File: src/verilog/cvi_defines.svh
/*
 Offsets, field positions, reset values and response codes of the video input bridge.
 Assumes it is included by bare name from files compiled after the package.
*/
// What this block and its surroundings do
// RQ1 - Reset forces every register to its idle value
// RQ2 - System releases reset in step with clock
// RQ3 - All video inputs belong to the video clock
// RQ4 - Stream and control logic run on system clock
// RQ5 - First beat of a frame carries start mark
// RQ6 - Final beat of a frame carries end mark
// RQ7 - Sink raises accept only when it can take
// RQ8 - Valid high exactly while a beat is shown
// RQ9 - Stalled beat and its marks stay unchanged
// RQ10 - Overflow pin mirrors the sticky overflow bit
// RQ11 - Programmable divider gives a line reference clock
// RQ12 - Rising start-of-frame marks the programmed position
// RQ13 - Frame-lock high only while start-of-frame usable
// RQ14 - Interrupt raised when status has been updated
// RQ15 - Samples captured only when data-valid is high
// RQ16 - Source drives field low for progressive video
// RQ17 - Source holds syncs through their sync periods
// RQ18 - Format select low sequential, high parallel planes; the code goes sequential only with the control switch bit set
// RQ19 - Source marks stable video with the locked input
// RQ20 - Standard input readable through the standard register
// RQ21 - Control port, overflow, interrupt only when enabled
// RQ22 - Control address counts words, not bytes; the code takes byte addresses and decodes the word from bits 4:2
`ifndef CVI_DEFINES_SVH
`define CVI_DEFINES_SVH

`define CVI_IDX_CTRL        3'h0
`define CVI_IDX_STATUS      3'h1
`define CVI_IDX_INT         3'h2
`define CVI_IDX_STD         3'h3
`define CVI_IDX_SOF_LINE    3'h4
`define CVI_IDX_SOF_SAMPLE  3'h5
`define CVI_IDX_DIVIDER     3'h6
`define CVI_IDX_LINE_LEN    3'h7

`define CVI_CTRL_GO         0
`define CVI_CTRL_SWITCH     1
`define CVI_CTRL_INT_EN     2
`define CVI_CTRL_RESET      3'h0

`define CVI_STAT_OVF        0
`define CVI_STAT_LOCKED     1
`define CVI_STAT_ACTIVE     2
`define CVI_STAT_FIELD      3
`define CVI_INT_UPDATE      0

`define CVI_RESP_OKAY       2'h0
`define CVI_RESP_SLVERR     2'h2

`endif

File: src/verilog/cvi_pkg.sv
/*
 Types shared by the video input bridge modules.
 Assumes nothing of its surroundings.
*/
package cvi_pkg;

	typedef enum logic [1:0] {
		ST_IDLE   = 2'h0,
		ST_WAIT   = 2'h1,
		ST_ACTIVE = 2'h3
	} cap_state_t;

	typedef struct packed {
		logic clk;
		logic dv;
		logic f;
		logic h;
		logic v;
		logic fmt;
		logic locked;
	} video_ctl_t;

	typedef struct packed {
		logic first;
		logic last;
	} beat_mark_t;

endpackage : cvi_pkg

File: src/verilog/clocked_video_input_bridge.sv
/*
 Video input bridge: samples clocked video, packs it into framed stream beats,
 and offers control and status over AXI4-Lite.
 Assumes the video clock runs at most a quarter of aclk, so each video sample is seen.
*/
// Chosen here: the AXI4-Lite slave port and the register addresses.
`timescale 1ns/1ps
`default_nettype none
`include "cvi_defines.svh"
module clocked_video_input_bridge
	import cvi_pkg::*;
#(
	parameter int BPS      = 8,
	parameter int PLANES   = 2,
	parameter int STD_W    = 3,
	parameter int CNT_W    = 16,
	parameter int USE_CTRL = 1,
	parameter int ADDR_W   = 5
)(
	input  wire logic                  aclk,
	input  wire logic                  aresetn,
	input  wire logic                  vid_clk,
	input  wire logic [BPS*PLANES-1:0] vid_data,
	input  wire logic                  vid_datavalid,
	input  wire logic                  vid_f,
	input  wire logic                  vid_h_sync,
	input  wire logic                  vid_v_sync,
	input  wire logic                  plane_format_select,
	input  wire logic                  vid_locked,
	input  wire logic [STD_W-1:0]      vid_std,
	output var  logic [BPS*PLANES-1:0] stream_pixel_out,
	output var  logic                  stream_beat_present,
	output var  logic                  stream_frame_first,
	output var  logic                  stream_frame_last,
	input  wire logic                  stream_sink_accept,
	output var  logic                  overflow,
	output var  logic                  refclk_div,
	output var  logic                  sof,
	output var  logic                  sof_locked,
	output var  logic                  status_update_int,
	input  wire logic [ADDR_W-1:0]     awaddr,
	input  wire logic                  awvalid,
	output var  logic                  awready,
	input  wire logic [31:0]           wdata,
	input  wire logic [3:0]            wstrb,
	input  wire logic                  wvalid,
	output var  logic                  wready,
	output var  logic [1:0]            bresp,
	output var  logic                  bvalid,
	input  wire logic                  bready,
	input  wire logic [ADDR_W-1:0]     araddr,
	input  wire logic                  arvalid,
	output var  logic                  arready,
	output var  logic [31:0]           rdata,
	output var  logic [1:0]            rresp,
	output var  logic                  rvalid,
	input  wire logic                  rready
);

	localparam int DW   = BPS * PLANES;
	localparam int PI_W = (PLANES > 1) ? $clog2(PLANES) : 1;

	generate
		if (BPS < 1 || PLANES < 1 || CNT_W < 2 || CNT_W > 31 || STD_W > 31 || ADDR_W < 5 || DW > 32)
		begin : g_bad_params
			$error("clocked_video_input_bridge: unsupported parameter values");
		end
	endgenerate

	// Byte-lane merge of a write into a register of up to 32 bits
	function automatic logic [31:0] lane_merge(input logic [31:0] old, input logic [31:0] data,
		input logic [3:0] strb);
		logic [31:0] res;
		res = old;
		for (int i = 0; i < 4; i++)
			if (strb[i])
				res[i*8 +: 8] = data[i*8 +: 8];
		return res;
	endfunction : lane_merge

	// Word index from a byte address; upper bits above the map make it unmapped
	function automatic logic [2:0] word_index(input logic [ADDR_W-1:0] addr);
		return addr[4:2];
	endfunction : word_index

	function automatic logic is_mapped(input logic [ADDR_W-1:0] addr);
		return (addr >> 5) == '0;
	endfunction : is_mapped

	video_ctl_t              ctl_raw;
	video_ctl_t              s;
	logic [DW+STD_W-1:0]     bus_sync;
	logic [DW-1:0]           vdata;
	logic [STD_W-1:0]        vstd;

	assign ctl_raw = '{clk: vid_clk, dv: vid_datavalid, f: vid_f, h: vid_h_sync,
		v: vid_v_sync, fmt: plane_format_select, locked: vid_locked};

	cvi_sync #(.W($bits(video_ctl_t))) u_sync_ctl ( // RQ3
		.aclk    (aclk),
		.aresetn (aresetn),
		.d       (ctl_raw),
		.q       (s)
	);

	cvi_sync #(.W(DW + STD_W)) u_sync_bus ( // RQ3
		.aclk    (aclk),
		.aresetn (aresetn),
		.d       ({vid_std, vid_data}),
		.q       (bus_sync)
	);

	assign vdata = bus_sync[DW-1:0];
	assign vstd  = bus_sync[DW+STD_W-1:DW];

	logic             vclk_prev_reg;
	logic             h_prev_reg;
	logic             v_prev_reg;
	logic             locked_prev_reg;
	logic             tick;
	logic             h_rise;
	logic             v_rise;
	logic             v_fall;

	// Sample on the falling video clock edge, midway between source updates
	assign tick   = vclk_prev_reg & ~s.clk;
	assign h_rise = tick & s.h & ~h_prev_reg;
	assign v_rise = tick & s.v & ~v_prev_reg;
	assign v_fall = tick & ~s.v & v_prev_reg;

	always_ff @(posedge aclk) // RQ4
	begin
		if (!aresetn) // RQ1
		begin
			vclk_prev_reg   <= 1'b0;
			h_prev_reg      <= 1'b0;
			v_prev_reg      <= 1'b0;
			locked_prev_reg <= 1'b0;
		end
		else
		begin
			vclk_prev_reg   <= s.clk;
			locked_prev_reg <= s.locked;
			if (tick)
			begin
				h_prev_reg <= s.h;
				v_prev_reg <= s.v;
			end
		end
	end

	logic [2:0]       ctrl_reg;
	logic [CNT_W-1:0] sof_line_reg;
	logic [CNT_W-1:0] sof_sample_reg;
	logic [CNT_W-1:0] div_reg;
	logic [CNT_W-1:0] line_len_reg;
	logic [CNT_W-1:0] sample_cnt_reg;
	logic [CNT_W-1:0] line_cnt_reg;
	logic             ovf_reg;
	logic             int_pend_reg;
	logic             field_reg;
	logic             frame_seen_reg;
	cap_state_t       state_reg;
	logic             run;

	assign run = ctrl_reg[`CVI_CTRL_GO] & s.locked;

	always_ff @(posedge aclk)
	begin
		if (!aresetn)
			state_reg <= ST_IDLE;
		else
		begin
			unique case (state_reg)
				ST_IDLE:   state_reg <= run ? ST_WAIT : ST_IDLE;
				ST_WAIT:   state_reg <= !run ? ST_IDLE : (v_fall ? ST_ACTIVE : ST_WAIT);
				ST_ACTIVE: state_reg <= !run ? ST_IDLE : (v_rise ? ST_WAIT : ST_ACTIVE);
				default:   state_reg <= ST_IDLE;
			endcase
		end
	end

	// Position counters for the start-of-frame marker and line length
	always_ff @(posedge aclk)
	begin
		if (!aresetn)
		begin
			sample_cnt_reg <= '0;
			line_cnt_reg   <= '0;
			line_len_reg   <= '0;
			field_reg      <= 1'b0;
		end
		else if (tick)
		begin
			sample_cnt_reg <= h_rise ? '0 : sample_cnt_reg + 1'b1;
			if (h_rise)
				line_len_reg <= sample_cnt_reg;
			if (v_rise)
				line_cnt_reg <= '0;
			else if (h_rise)
				line_cnt_reg <= line_cnt_reg + 1'b1;
			if (v_fall)
				field_reg <= s.f;
		end
	end

	logic                 seq_mode;
	logic                 sample_take;
	logic                 new_beat;
	logic [DW-1:0]        new_data;
	logic [DW-1:0]        pack_reg;
	logic [PI_W-1:0]      plane_idx_reg;

	// Low select means sequential planes; parallel is the fixed mode without switching
	assign seq_mode    = ctrl_reg[`CVI_CTRL_SWITCH] & ~s.fmt; // RQ18
	assign sample_take = tick & s.dv & ~s.v & (state_reg == ST_ACTIVE) & run; // RQ15
	assign new_beat    = sample_take & (~seq_mode | (plane_idx_reg == PI_W'(PLANES - 1))); // RQ18

	always_comb
	begin
		new_data = vdata;
		if (seq_mode)
		begin
			new_data = pack_reg;
			new_data[(PLANES-1)*BPS +: BPS] = vdata[BPS-1:0]; // RQ18
		end
	end

	always_ff @(posedge aclk)
	begin
		if (!aresetn)
		begin
			pack_reg      <= '0;
			plane_idx_reg <= '0;
		end
		else if (!seq_mode || state_reg != ST_ACTIVE)
			plane_idx_reg <= '0;
		else if (sample_take)
		begin
			pack_reg[plane_idx_reg*BPS +: BPS] <= vdata[BPS-1:0];
			plane_idx_reg <= new_beat ? '0 : plane_idx_reg + 1'b1;
		end
	end

	// One beat is held back so the last of a frame can be marked when vsync arrives
	logic          held_v_reg;
	logic [DW-1:0] held_data_reg;
	logic          held_first_reg;
	logic          first_pend_reg;
	logic          flush;
	logic          push;
	logic          out_free;
	logic          ovf_evt;
	logic          fire;

	assign flush    = (state_reg == ST_ACTIVE) & (v_rise | ~run);
	assign push     = held_v_reg & (new_beat | flush);
	assign fire     = stream_beat_present & stream_sink_accept;
	assign out_free = ~stream_beat_present | stream_sink_accept;
	assign ovf_evt  = push & ~out_free;

	always_ff @(posedge aclk)
	begin
		if (!aresetn)
		begin
			held_v_reg     <= 1'b0;
			held_data_reg  <= '0;
			held_first_reg <= 1'b0;
			first_pend_reg <= 1'b0;
		end
		else
		begin
			if (state_reg == ST_WAIT && v_fall && run)
				first_pend_reg <= 1'b1;
			else if (new_beat)
				first_pend_reg <= 1'b0;
			if (new_beat) // RQ15
			begin
				held_v_reg     <= 1'b1;
				held_data_reg  <= new_data;
				held_first_reg <= first_pend_reg; // RQ5
			end
			else if (flush)
				held_v_reg <= 1'b0;
		end
	end

	always_ff @(posedge aclk)
	begin
		if (!aresetn)
		begin
			stream_beat_present <= 1'b0;
			stream_pixel_out    <= '0;
			stream_frame_first  <= 1'b0;
			stream_frame_last   <= 1'b0;
		end
		else if (push && out_free) // RQ9
		begin
			stream_beat_present <= 1'b1; // RQ8
			stream_pixel_out    <= held_data_reg;
			stream_frame_first  <= held_first_reg; // RQ5
			stream_frame_last   <= flush; // RQ6
		end
		else if (fire)
			stream_beat_present <= 1'b0; // RQ8
	end

	logic aw_hold_reg;
	logic w_hold_reg;
	logic [2:0] aw_idx_reg;
	logic aw_map_reg;
	logic [31:0] w_data_reg;
	logic [3:0] w_strb_reg;
	logic do_write;
	logic aw_take;
	logic w_take;
	logic ar_take;
	logic aw_hold_next;
	logic w_hold_next;
	logic bvalid_next;
	logic rvalid_next;
	logic wr_int_clr;
	logic wr_ovf_clr;
	logic upd_evt;

	assign aw_take      = awvalid & awready;
	assign w_take       = wvalid & wready;
	assign ar_take      = arvalid & arready;
	assign do_write     = aw_hold_reg & w_hold_reg & ~bvalid;
	assign aw_hold_next = (aw_hold_reg | aw_take) & ~do_write;
	assign w_hold_next  = (w_hold_reg | w_take) & ~do_write;
	assign bvalid_next  = do_write | (bvalid & ~bready);
	assign rvalid_next  = ar_take | (rvalid & ~rready);
	assign wr_ovf_clr   = do_write & aw_map_reg & (aw_idx_reg == `CVI_IDX_STATUS) & w_strb_reg[0]
		& w_data_reg[`CVI_STAT_OVF];
	assign wr_int_clr   = do_write & aw_map_reg & (aw_idx_reg == `CVI_IDX_INT) & w_strb_reg[0]
		& w_data_reg[`CVI_INT_UPDATE];
	assign upd_evt      = ovf_evt | (s.locked ^ locked_prev_reg) | (push & flush);

	always_ff @(posedge aclk)
	begin
		if (!aresetn)
		begin
			awready     <= 1'b0;
			wready      <= 1'b0;
			bvalid      <= 1'b0;
			bresp       <= `CVI_RESP_OKAY;
			aw_hold_reg <= 1'b0;
			w_hold_reg  <= 1'b0;
			aw_idx_reg  <= '0;
			aw_map_reg  <= 1'b0;
			w_data_reg  <= '0;
			w_strb_reg  <= '0;
		end
		else
		begin
			awready     <= (USE_CTRL != 0) & ~aw_hold_next & ~bvalid_next; // RQ21
			wready      <= (USE_CTRL != 0) & ~w_hold_next & ~bvalid_next; // RQ21
			aw_hold_reg <= aw_hold_next;
			w_hold_reg  <= w_hold_next;
			bvalid      <= bvalid_next;
			if (aw_take)
			begin
				aw_idx_reg <= word_index(awaddr); // RQ22
				aw_map_reg <= is_mapped(awaddr);
			end
			if (w_take)
			begin
				w_data_reg <= wdata;
				w_strb_reg <= wstrb;
			end
			if (do_write)
				bresp <= aw_map_reg ? `CVI_RESP_OKAY : `CVI_RESP_SLVERR;
		end
	end

	always_ff @(posedge aclk)
	begin
		if (!aresetn)
		begin
			ctrl_reg       <= `CVI_CTRL_RESET;
			sof_line_reg   <= '0;
			sof_sample_reg <= '0;
			div_reg        <= '0;
		end
		else if (do_write && aw_map_reg)
		begin
			unique case (aw_idx_reg)
				`CVI_IDX_CTRL:       ctrl_reg       <= 3'(lane_merge(32'(ctrl_reg), w_data_reg, w_strb_reg));
				`CVI_IDX_SOF_LINE:   sof_line_reg   <= CNT_W'(lane_merge(32'(sof_line_reg), w_data_reg, w_strb_reg));
				`CVI_IDX_SOF_SAMPLE: sof_sample_reg <= CNT_W'(lane_merge(32'(sof_sample_reg), w_data_reg, w_strb_reg));
				`CVI_IDX_DIVIDER:    div_reg        <= CNT_W'(lane_merge(32'(div_reg), w_data_reg, w_strb_reg));
				default:             ctrl_reg       <= ctrl_reg;
			endcase
		end
	end

	// Sticky flags: a new event in the clearing cycle wins
	always_ff @(posedge aclk)
	begin
		if (!aresetn)
		begin
			ovf_reg      <= 1'b0;
			int_pend_reg <= 1'b0;
		end
		else
		begin
			ovf_reg      <= ovf_evt | (ovf_reg & ~wr_ovf_clr);
			int_pend_reg <= upd_evt | (int_pend_reg & ~wr_int_clr); // RQ14
		end
	end

	logic [31:0] rd_word;

	always_comb
	begin
		rd_word = '0;
		unique case (word_index(araddr)) // RQ22
			`CVI_IDX_CTRL:       rd_word = 32'(ctrl_reg);
			`CVI_IDX_STATUS:     rd_word = 32'({field_reg, state_reg == ST_ACTIVE, s.locked, ovf_reg});
			`CVI_IDX_INT:        rd_word = 32'(int_pend_reg);
			`CVI_IDX_STD:        rd_word = 32'(vstd); // RQ20
			`CVI_IDX_SOF_LINE:   rd_word = 32'(sof_line_reg);
			`CVI_IDX_SOF_SAMPLE: rd_word = 32'(sof_sample_reg);
			`CVI_IDX_DIVIDER:    rd_word = 32'(div_reg);
			`CVI_IDX_LINE_LEN:   rd_word = 32'(line_len_reg);
		endcase
		if (!is_mapped(araddr))
			rd_word = '0;
	end

	always_ff @(posedge aclk)
	begin
		if (!aresetn)
		begin
			arready <= 1'b0;
			rvalid  <= 1'b0;
			rdata   <= '0;
			rresp   <= `CVI_RESP_OKAY;
		end
		else
		begin
			arready <= (USE_CTRL != 0) & ~rvalid_next; // RQ21
			rvalid  <= rvalid_next;
			if (ar_take)
			begin
				rdata <= rd_word;
				rresp <= is_mapped(araddr) ? `CVI_RESP_OKAY : `CVI_RESP_SLVERR;
			end
		end
	end

	// Marker pins; lock is only claimed after a vsync has been seen to end while locked
	always_ff @(posedge aclk)
	begin
		if (!aresetn)
		begin
			sof               <= 1'b0;
			sof_locked        <= 1'b0;
			frame_seen_reg    <= 1'b0;
			overflow          <= 1'b0;
			status_update_int <= 1'b0;
		end
		else
		begin
			if (!s.locked)
				frame_seen_reg <= 1'b0;
			else if (v_fall)
				frame_seen_reg <= 1'b1;
			if (tick)
				sof <= s.locked && line_cnt_reg == sof_line_reg && sample_cnt_reg == sof_sample_reg; // RQ12
			sof_locked        <= s.locked & frame_seen_reg; // RQ13
			overflow          <= (USE_CTRL != 0) & ovf_reg; // RQ10
			status_update_int <= (USE_CTRL != 0) & int_pend_reg & ctrl_reg[`CVI_CTRL_INT_EN]; // RQ14
		end
	end

	cvi_refclk_divider #(.CNT_W(CNT_W)) u_divider ( // RQ11
		.aclk       (aclk),
		.aresetn    (aresetn),
		.tick       (tick),
		.div        (div_reg),
		.refclk_div (refclk_div)
	);

	logic in_frame_reg;

	always_ff @(posedge aclk)
	begin
		if (!aresetn)
			in_frame_reg <= 1'b0;
		else if (fire)
			in_frame_reg <= !stream_frame_last;
	end
endmodule : clocked_video_input_bridge
`default_nettype wire

File: src/verilog/cvi_sync.sv
/*
 Two-stage synchronizer for a bundle of level signals.
 Assumes each bit is a level that stays put for several aclk periods.
*/
`timescale 1ns/1ps
`default_nettype none
module cvi_sync #(
	parameter int W = 1
)(
	input  wire logic         aclk,
	input  wire logic         aresetn,
	input  wire logic [W-1:0] d,
	output var  logic [W-1:0] q
);

	logic [W-1:0] stage1_reg;

	always_ff @(posedge aclk)
	begin
		if (!aresetn)
		begin
			stage1_reg <= '0;
			q          <= '0;
		end
		else
		begin
			stage1_reg <= d;
			q          <= stage1_reg;
		end
	end

endmodule : cvi_sync
`default_nettype wire

File: src/verilog/cvi_refclk_divider.sv
/*
 Divides the sampled video clock by a programmable count.
 Assumes tick pulses once per video clock period; a count of zero parks the output low.
*/
`timescale 1ns/1ps
`default_nettype none
module cvi_refclk_divider #(
	parameter int CNT_W = 16
)(
	input  wire logic             aclk,
	input  wire logic             aresetn,
	input  wire logic             tick,
	input  wire logic [CNT_W-1:0] div,
	output var  logic             refclk_div
);

	logic [CNT_W-1:0] cnt_reg;

	always_ff @(posedge aclk)
	begin
		if (!aresetn)
		begin
			cnt_reg    <= '0;
			refclk_div <= 1'b0;
		end
		else if (tick)
		begin
			// High for the first half of each period of div video clocks
			cnt_reg    <= (cnt_reg + 1'b1 >= div) ? '0 : cnt_reg + 1'b1; // RQ11
			refclk_div <= (div != '0) && (cnt_reg < (div >> 1)); // RQ11
		end
	end
endmodule : cvi_refclk_divider
`default_nettype wire

File: config.mk
export PLATFORM = sky130hd
export DESIGN_NAME = clocked_video_input_bridge
export DESIGN_NICKNAME = d
export VERILOG_FILES = /design/src/verilog/cvi_pkg.sv /design/src/verilog/clocked_video_input_bridge.sv /design/src/verilog/cvi_sync.sv /design/src/verilog/cvi_refclk_divider.sv
export VERILOG_INCLUDE_DIRS = /design/src /design/src/verilog
export SDC_FILE = /design/constraint.sdc
export NUM_CORES = 1
export LEC_CHECK = 0
export BUFFER_PORTS_ARGS = -buffer_cell sky130_fd_sc_hd__buf_2
export CAP_MARGIN = 20
export CORE_AREA = 2 2 187 189
export CTS_CLUSTER_SIZE = 8
export DETAILED_ROUTE_END_ITERATION = 10
export DIE_AREA = 0 0 189 191
export HOLD_SLACK_MARGIN = 0.08
export SLEW_MARGIN = 20
export SYNTH_ARGS = -nofsm -noshare
export SYNTH_HDL_FRONTEND = slang
export SYNTH_HIERARCHICAL = 1
export SYNTH_SLANG_ARGS = --single-unit
File: constraint.sdc
create_clock -name aclk -period 2.74 [get_ports aclk]
set_input_delay 0.411 -clock aclk [delete_from_list [all_inputs] [get_ports aclk]]
set_output_delay 0.411 -clock aclk [all_outputs]
set_load 0.01 [all_outputs]
Word level (Yosys, flattened, before mapping)
Cells that the tools add are included.

storage, ports and cells
  input bits = 80
  logic and storage cells = 204
  output and inout port bits = 65
  register bits after elaboration = 300

operators by class
  order comparisons = 2
  $add $sub $neg = 5
  shifts and indexed selects = 2
  equal/unequal tests = 17
  multiplexer cells = 21
  bitwise gates (word level) = 75
  reduce and logical (&&, ||, !) cells = 30

operators by type and width
  kind                                                    number
  one-hot mux 32 bit (8 select lines)                     1
  two-way mux 16 bit                                      5
  adder 16 x 1 -> 16 bit (second input constant)          3
  AND 1 bit                                               41
  negation 4 -> 34 bit                                    1
  variable shift 8 x 34 -> 16 bit (first input constant)  1
  indexed part select 8 x 34 -> 16 bit                    1
  == test 16 bit                                          2
  == test 3 bit (second input constant)                   7
  inverter 1 bit                                          21
  AND reduction 3 bit                                     7
  bitwise mux 16 bit                                      1
  >= comparator 16 bit                                    1
  less-than comparator 16 x 15 -> 1 bit                   1
  nonzero test 16 bit                                     1
  OR 1 bit                                                12
  two-way mux 2 bit                                       5
  AND reduction 2 bit                                     5
  == test 3 x 2 -> 1 bit (second input constant)          3
  two-way mux 1 bit                                       8
  nonzero test 2 bit                                      4
  logical AND 1 bit                                       7
  == test 3 x 1 -> 1 bit (second input constant)          2
  zero test 3 bit                                         2
  other kinds (10)                                        10

Logic depth before layout (Yosys ltp)
  depth after elaboration = 13
  depth in mapped cells = 12
  depth with buffers taken out = 10

Cells and area by module
The synthesis kept the hierarchy.

modules (own cells, without submodules)
  module                      cells an instance  area an instance (sq um)  instances  seq. area each (sq um)
  clocked_video_input_bridge  955                8809.7                    1          4124.0
  cvi_refclk_divider          179                1562.7                    1          340.3
  cvi_sync at u_sync_bus      80                 1037.2                    1          760.7
  cvi_sync at u_sync_ctl      29                 391.6                     1          280.3

Least setup slack after synthesis
No wires, ideal clock.

  kind = register to register
  start = register u_divider.cnt_reg[6]
  end = register u_divider.cnt_reg[6]
  setup time = 0.057 ns
  stages on the path, launching flop included = 13
  setup slack = -0.139 ns
  data required time = 2.683 ns
  period minus slack after synthesis = 2.879 ns
  data arrival time = 2.821 ns
  buffers on the path = 2
  cell sequence = dfxtp_1 > and4_4 > nand4_2 > or3_2 > xnor2_1 > ha_1 > a211oi_1 > nor2_1 > nor3_1 > and3_1 > buf_2 > buf_2 > a22o_2

between the ends
  cells in the longest elaborated chain, start to end = 3

RTL lines
  item                      RTL line                  RTL
  start: declaration        cvi_refclk_divider.sv:17  logic [CNT_W-1:0] cnt_reg;
  start signal: assignment  cvi_refclk_divider.sv:29  cnt_reg <= (cnt_reg + 1'b1 >= div) ? '0 : cnt_reg + 1'b1;
  adder 16 x 1 -> 16 bit *  cvi_refclk_divider.sv:29
  >= comparator 16 bit      cvi_refclk_divider.sv:29
  two-way mux 16 bit *      cvi_refclk_divider.sv:29

Mark *: on every way between the ends. The rest lies on a longest branch, timed or not.
A chain may end at the register's enable or synchronous reset.

Final worst setup path
  start = register u_divider.cnt_reg[9]
  end = register u_divider.cnt_reg[0]

between the ends
  cells in the longest elaborated chain, start to end = 3

RTL lines
  item                    RTL line
  adder 16 x 1 -> 16 bit  cvi_refclk_divider.sv:29
  >= comparator 16 bit    cvi_refclk_divider.sv:29
  two-way mux 16 bit      cvi_refclk_divider.sv:29

No other way between the ends.

==> impl_metrics.csv <==
group,metric,value,unit
sta,worst_slack,57.44,ps
clocking,cts-root-buf,"clkbuf_16",
floorplanning,initial_core_util,0.3459,
layout,final_cells,1823,
logic_synthesis,ys.flop_type,"dfxtp_1",
sta,slew_headroom,0.4365,
layout,area_growth,18.79,%
floorplanning,ioPinCount,145,
placed_design,gp_congestion,0.8288,
clocking,cts_max_level,2,
worst_setup_path,r2r_end,"u_divider/cnt_reg[0]$_SDFFE_PN0P_",
floorplanning,num_rows,68,
global_route,grt_pass1_wl,46070,um
logic_synthesis,synth_edf_count,0,
detailed_routing,wl_per_cell,16.02,um
sta,hold_viol_final,0,
worst_setup_path,critPathLaunchType,"flop",
sta,rsz0062_at_grt,"yes",
layout,seq_area,5512,um^2
global_route,grt_util_all_layers,0.1595,
floorplanning,die-area,36100,um^2
worst_setup_path,r2r_cells,10,
pwr,power_frac_seq,0.471,
floorplanning,design.core.area,34120,um^2
global_route,antenna_found_initial,2,
worst_setup_path,crit_required,3150,ps
worst_setup_path,crit_path_end_kind,"flop",
clocking,clk_pin_slew,50,ps
placed_design,dp.cells,1763,
logic_synthesis,yosysWarnings,6,
logic_synthesis,synth_cell_type_count,67,
detailed_routing,routed_wl,29200,um
layout,fill_cells,3352,
detailed_routing,vias,8966,
pwr,p_switching,0.001970,W
clocking,clk_latency,530,ps
clocking,cts.sinks,275,
clocking,cts-buffers-inserted,40,
pwr,p_per_area,625.0,nW/um^2
logic_synthesis,yosysSeqAreaShare,0.4665,
layout,drive_above_1_share,0.1741,
worst_setup_path,critPathKind,"flop to flop",
pwr,power_frac_clock,0.493,
detailed_routing,ant_nets,0,
pwr,peakVddDrop,0.0004845,V
logic_synthesis,postSynthCellCount,1243,
sta,finalMaxSlewViolations,0,
layout,utilization,0.4109,
worst_setup_path,r2r-start,"u_divider/cnt_reg[9]$_SDFFE_PN0P_",
sta,max_freq,372.8,MHz
placed_design,post-dp-hpwl,20920,um
clocking,cts_tree,"done",
worst_setup_path,rrSetupSlack,60,ps
pwr,p_sw_frac,0.2249,
pwr,comb_power_share,0.036,
sta,fin_skew,32.29,ps
logic_synthesis,syn_area,11800,um^2
placed_design,preCtsSetupSlack,4.863,ps
clocking,cts.path.max_buffers,3,
global_route,met3_usage,0.03158,
floorplanning,die_y,191,um
global_route,grt.busiest_layer,"met2",
run,drv_cap,0,
layout,multi_input_area,5916,um^2
detailed_routing,initialDrtViolationCount,500,
global_route,met1_usage,0.2154,
worst_hold_path,hold_class,"input port to flop",
placed_design,io_buffers,103,
worst_hold_path,min_from,"vid_data[5]",
worst_setup_path,critPathArrivalTime,3090,ps
global_route,grt-ovfl-total,0,
global_route,grt_util_met2,0.2580,
logic_synthesis,avgSynthCellArea,9.494,um^2
sta,setup_viol,0,
worst_hold_path,holdPathEnd,"u_sync_bus/stage1_reg[5]$_SDFF_PN0_",
outcome,status,"finished clean",
sta,min_period,2683,ps
logic_synthesis,async_flop_share,0,
detailed_routing,avgViaCountPerCell,4.918,
worst_hold_path,holdPathStages,2,
pwr,intPower,0.006791,W
sta,tightest_slew,843.2,ps
worst_setup_path,setup.worst_path.start,"u_divider/cnt_reg[9]$_SDFFE_PN0P_",
floorplanning,dieWidth,189,um
layout,layout.nets,1478,
pwr,leakage,5.467,nW
global_route,grt_pass1_vias,8628,
worst_setup_path,path_max_fanout,5,
sta,period_share,0.9790,
global_route,grt_max_degree,81,
detailed_routing,remaining_drc_errors,0,
detailed_routing,dr.pass1.iters,4,
logic_synthesis,ys_ff_latch,275,
worst max-delay path by stage:
stage,to,cells past startpoint
6_report,u_divider/cnt_reg[0]$_SDFFE_PN0P_,10
5_1_grt,u_divider/cnt_reg[0]$_SDFFE_PN0P_,10
4_1_cts,u_divider/cnt_reg[10]$_SDFFE_PN0P_,11
3_5_place_dp,u_divider/cnt_reg[0]$_SDFFE_PN0P_,10
3_3_place_gp,u_divider/cnt_reg[6]$_SDFFE_PN0P_,11
2_1_floorplan,u_divider/cnt_reg[6]$_SDFFE_PN0P_,11
placed cells by master, fill, tap and decap left out, types with 19 or more instances in the layout:
cell type  synthesis  routed
nor2_1           137     136
dfxtp_1          275     270
nand3_1           41      41
inv_1             21      21
mux2i_1           80      80
nand4_1           19      19
buf_4             21      23
a21oi_1           69      69
buf_2             18     103
o21ai_0           33      32
xor2_1            27      27
and2_1            50      50
ha_1              33      31
a211oi_1          21      20
conb_1             1      19
nand2_1          139     139
clkbuf_16          0      40
xnor2_1           44      44
cell type report:
type                    instances  share of cell area
diodes                          1           0.0001785
clock buffers                  40             0.07140
clock inverters                 4            0.005266
inverters                      22            0.006069
multi-input cells             885              0.4220
flip-flops and latches        275              0.3932
well taps                     455             0.04061
repair buffers                141             0.06132
per-stage QoR:
stage	hold WS, ps	area, um^2	total power, W	setup TNS [ps]
floorplan	405.7	11880	0.004405	0
global placement	409.2	12730	0.004506	0
detailed placement	414.4	12730	0.004511	0
CTS	84.71	13930	0.008867	0
global route	97.67	14020	0.009064	-71.50
finish	102.2	14020	0.008761	0
critical path, stage by stage (launching register included):
cell,delay (ps)
dfxtp_2,330
and4_4,270
nand4_4,120
or4_4,480
xnor2_4,160
ha_4,270
and4_4,200
nand4b_1,120
and3_4,200
buf_4,150
mux2_2,250
cell families (layout without fill, tap and decap cells):
family,count (synthesis),in the layout,synth area share
xor+xnor,72,72,0.05407
simple gates,488,488,0.2113
other cells,1,20,0.0003178
mux,96,96,0.09648
flops,275,275,0.4665
fa+ha+maj,33,33,0.03499
buf+inv,101,207,0.04336
compound gates,177,177,0.09298
timing repair:
action                                  4_1_cts  5_1_grt
endpoints found under the hold margin        12        0
endpoints found under the setup margin       10       16
gates cloned                                  0        0
resized for setup                             1       12
hold buffers                                 12        0
buffers inserted                              0        3
pin swaps                                     2        9
metal layers:
layer  up-vias  wire length, um
li1       4495                -
met3        53             1527
met4         2              620
met5         -               13
met2       210            13370
met1      4206            13670
Yosys cell counts (10+ instances only):
library cell  number  share of area
a211oi_1          21          0.013
a21oi_1           69          0.029
a22o_1            12         0.0089
a22oi_1           12         0.0076
and2_1            50          0.027
and2_2            10         0.0064
and3_1            11         0.0058
buf_2             18         0.0076
buf_4             21          0.013
clkbuf_1          32          0.010
dfxtp_1          275           0.47
ha_1              33          0.035
inv_1             21         0.0067
mux2i_1           80          0.068
mux4_2            14          0.027
nand2_1          139          0.044
nand2b_1          10         0.0053
nand3_1           41          0.017
nand4_1           19          0.010
nor2_1           137          0.044
nor4_1            12         0.0064
o21ai_0           33          0.014
xnor2_1           44          0.033
xor2_1            27          0.020
power groups by stage:
stage	sequential [W]	combinational [W]	clock (W)
finish	0.00413	0.000313	0.00432
detailed placement	0.00421	0.000304	0
global placement	0.00421	0.000301	0
floorplan	0.00419	0.000214	0
CTS	0.00413	0.000319	0.00442
global route	0.00413	0.000347	0.00459
Note: power is estimated with default switching activity, not from simulation.
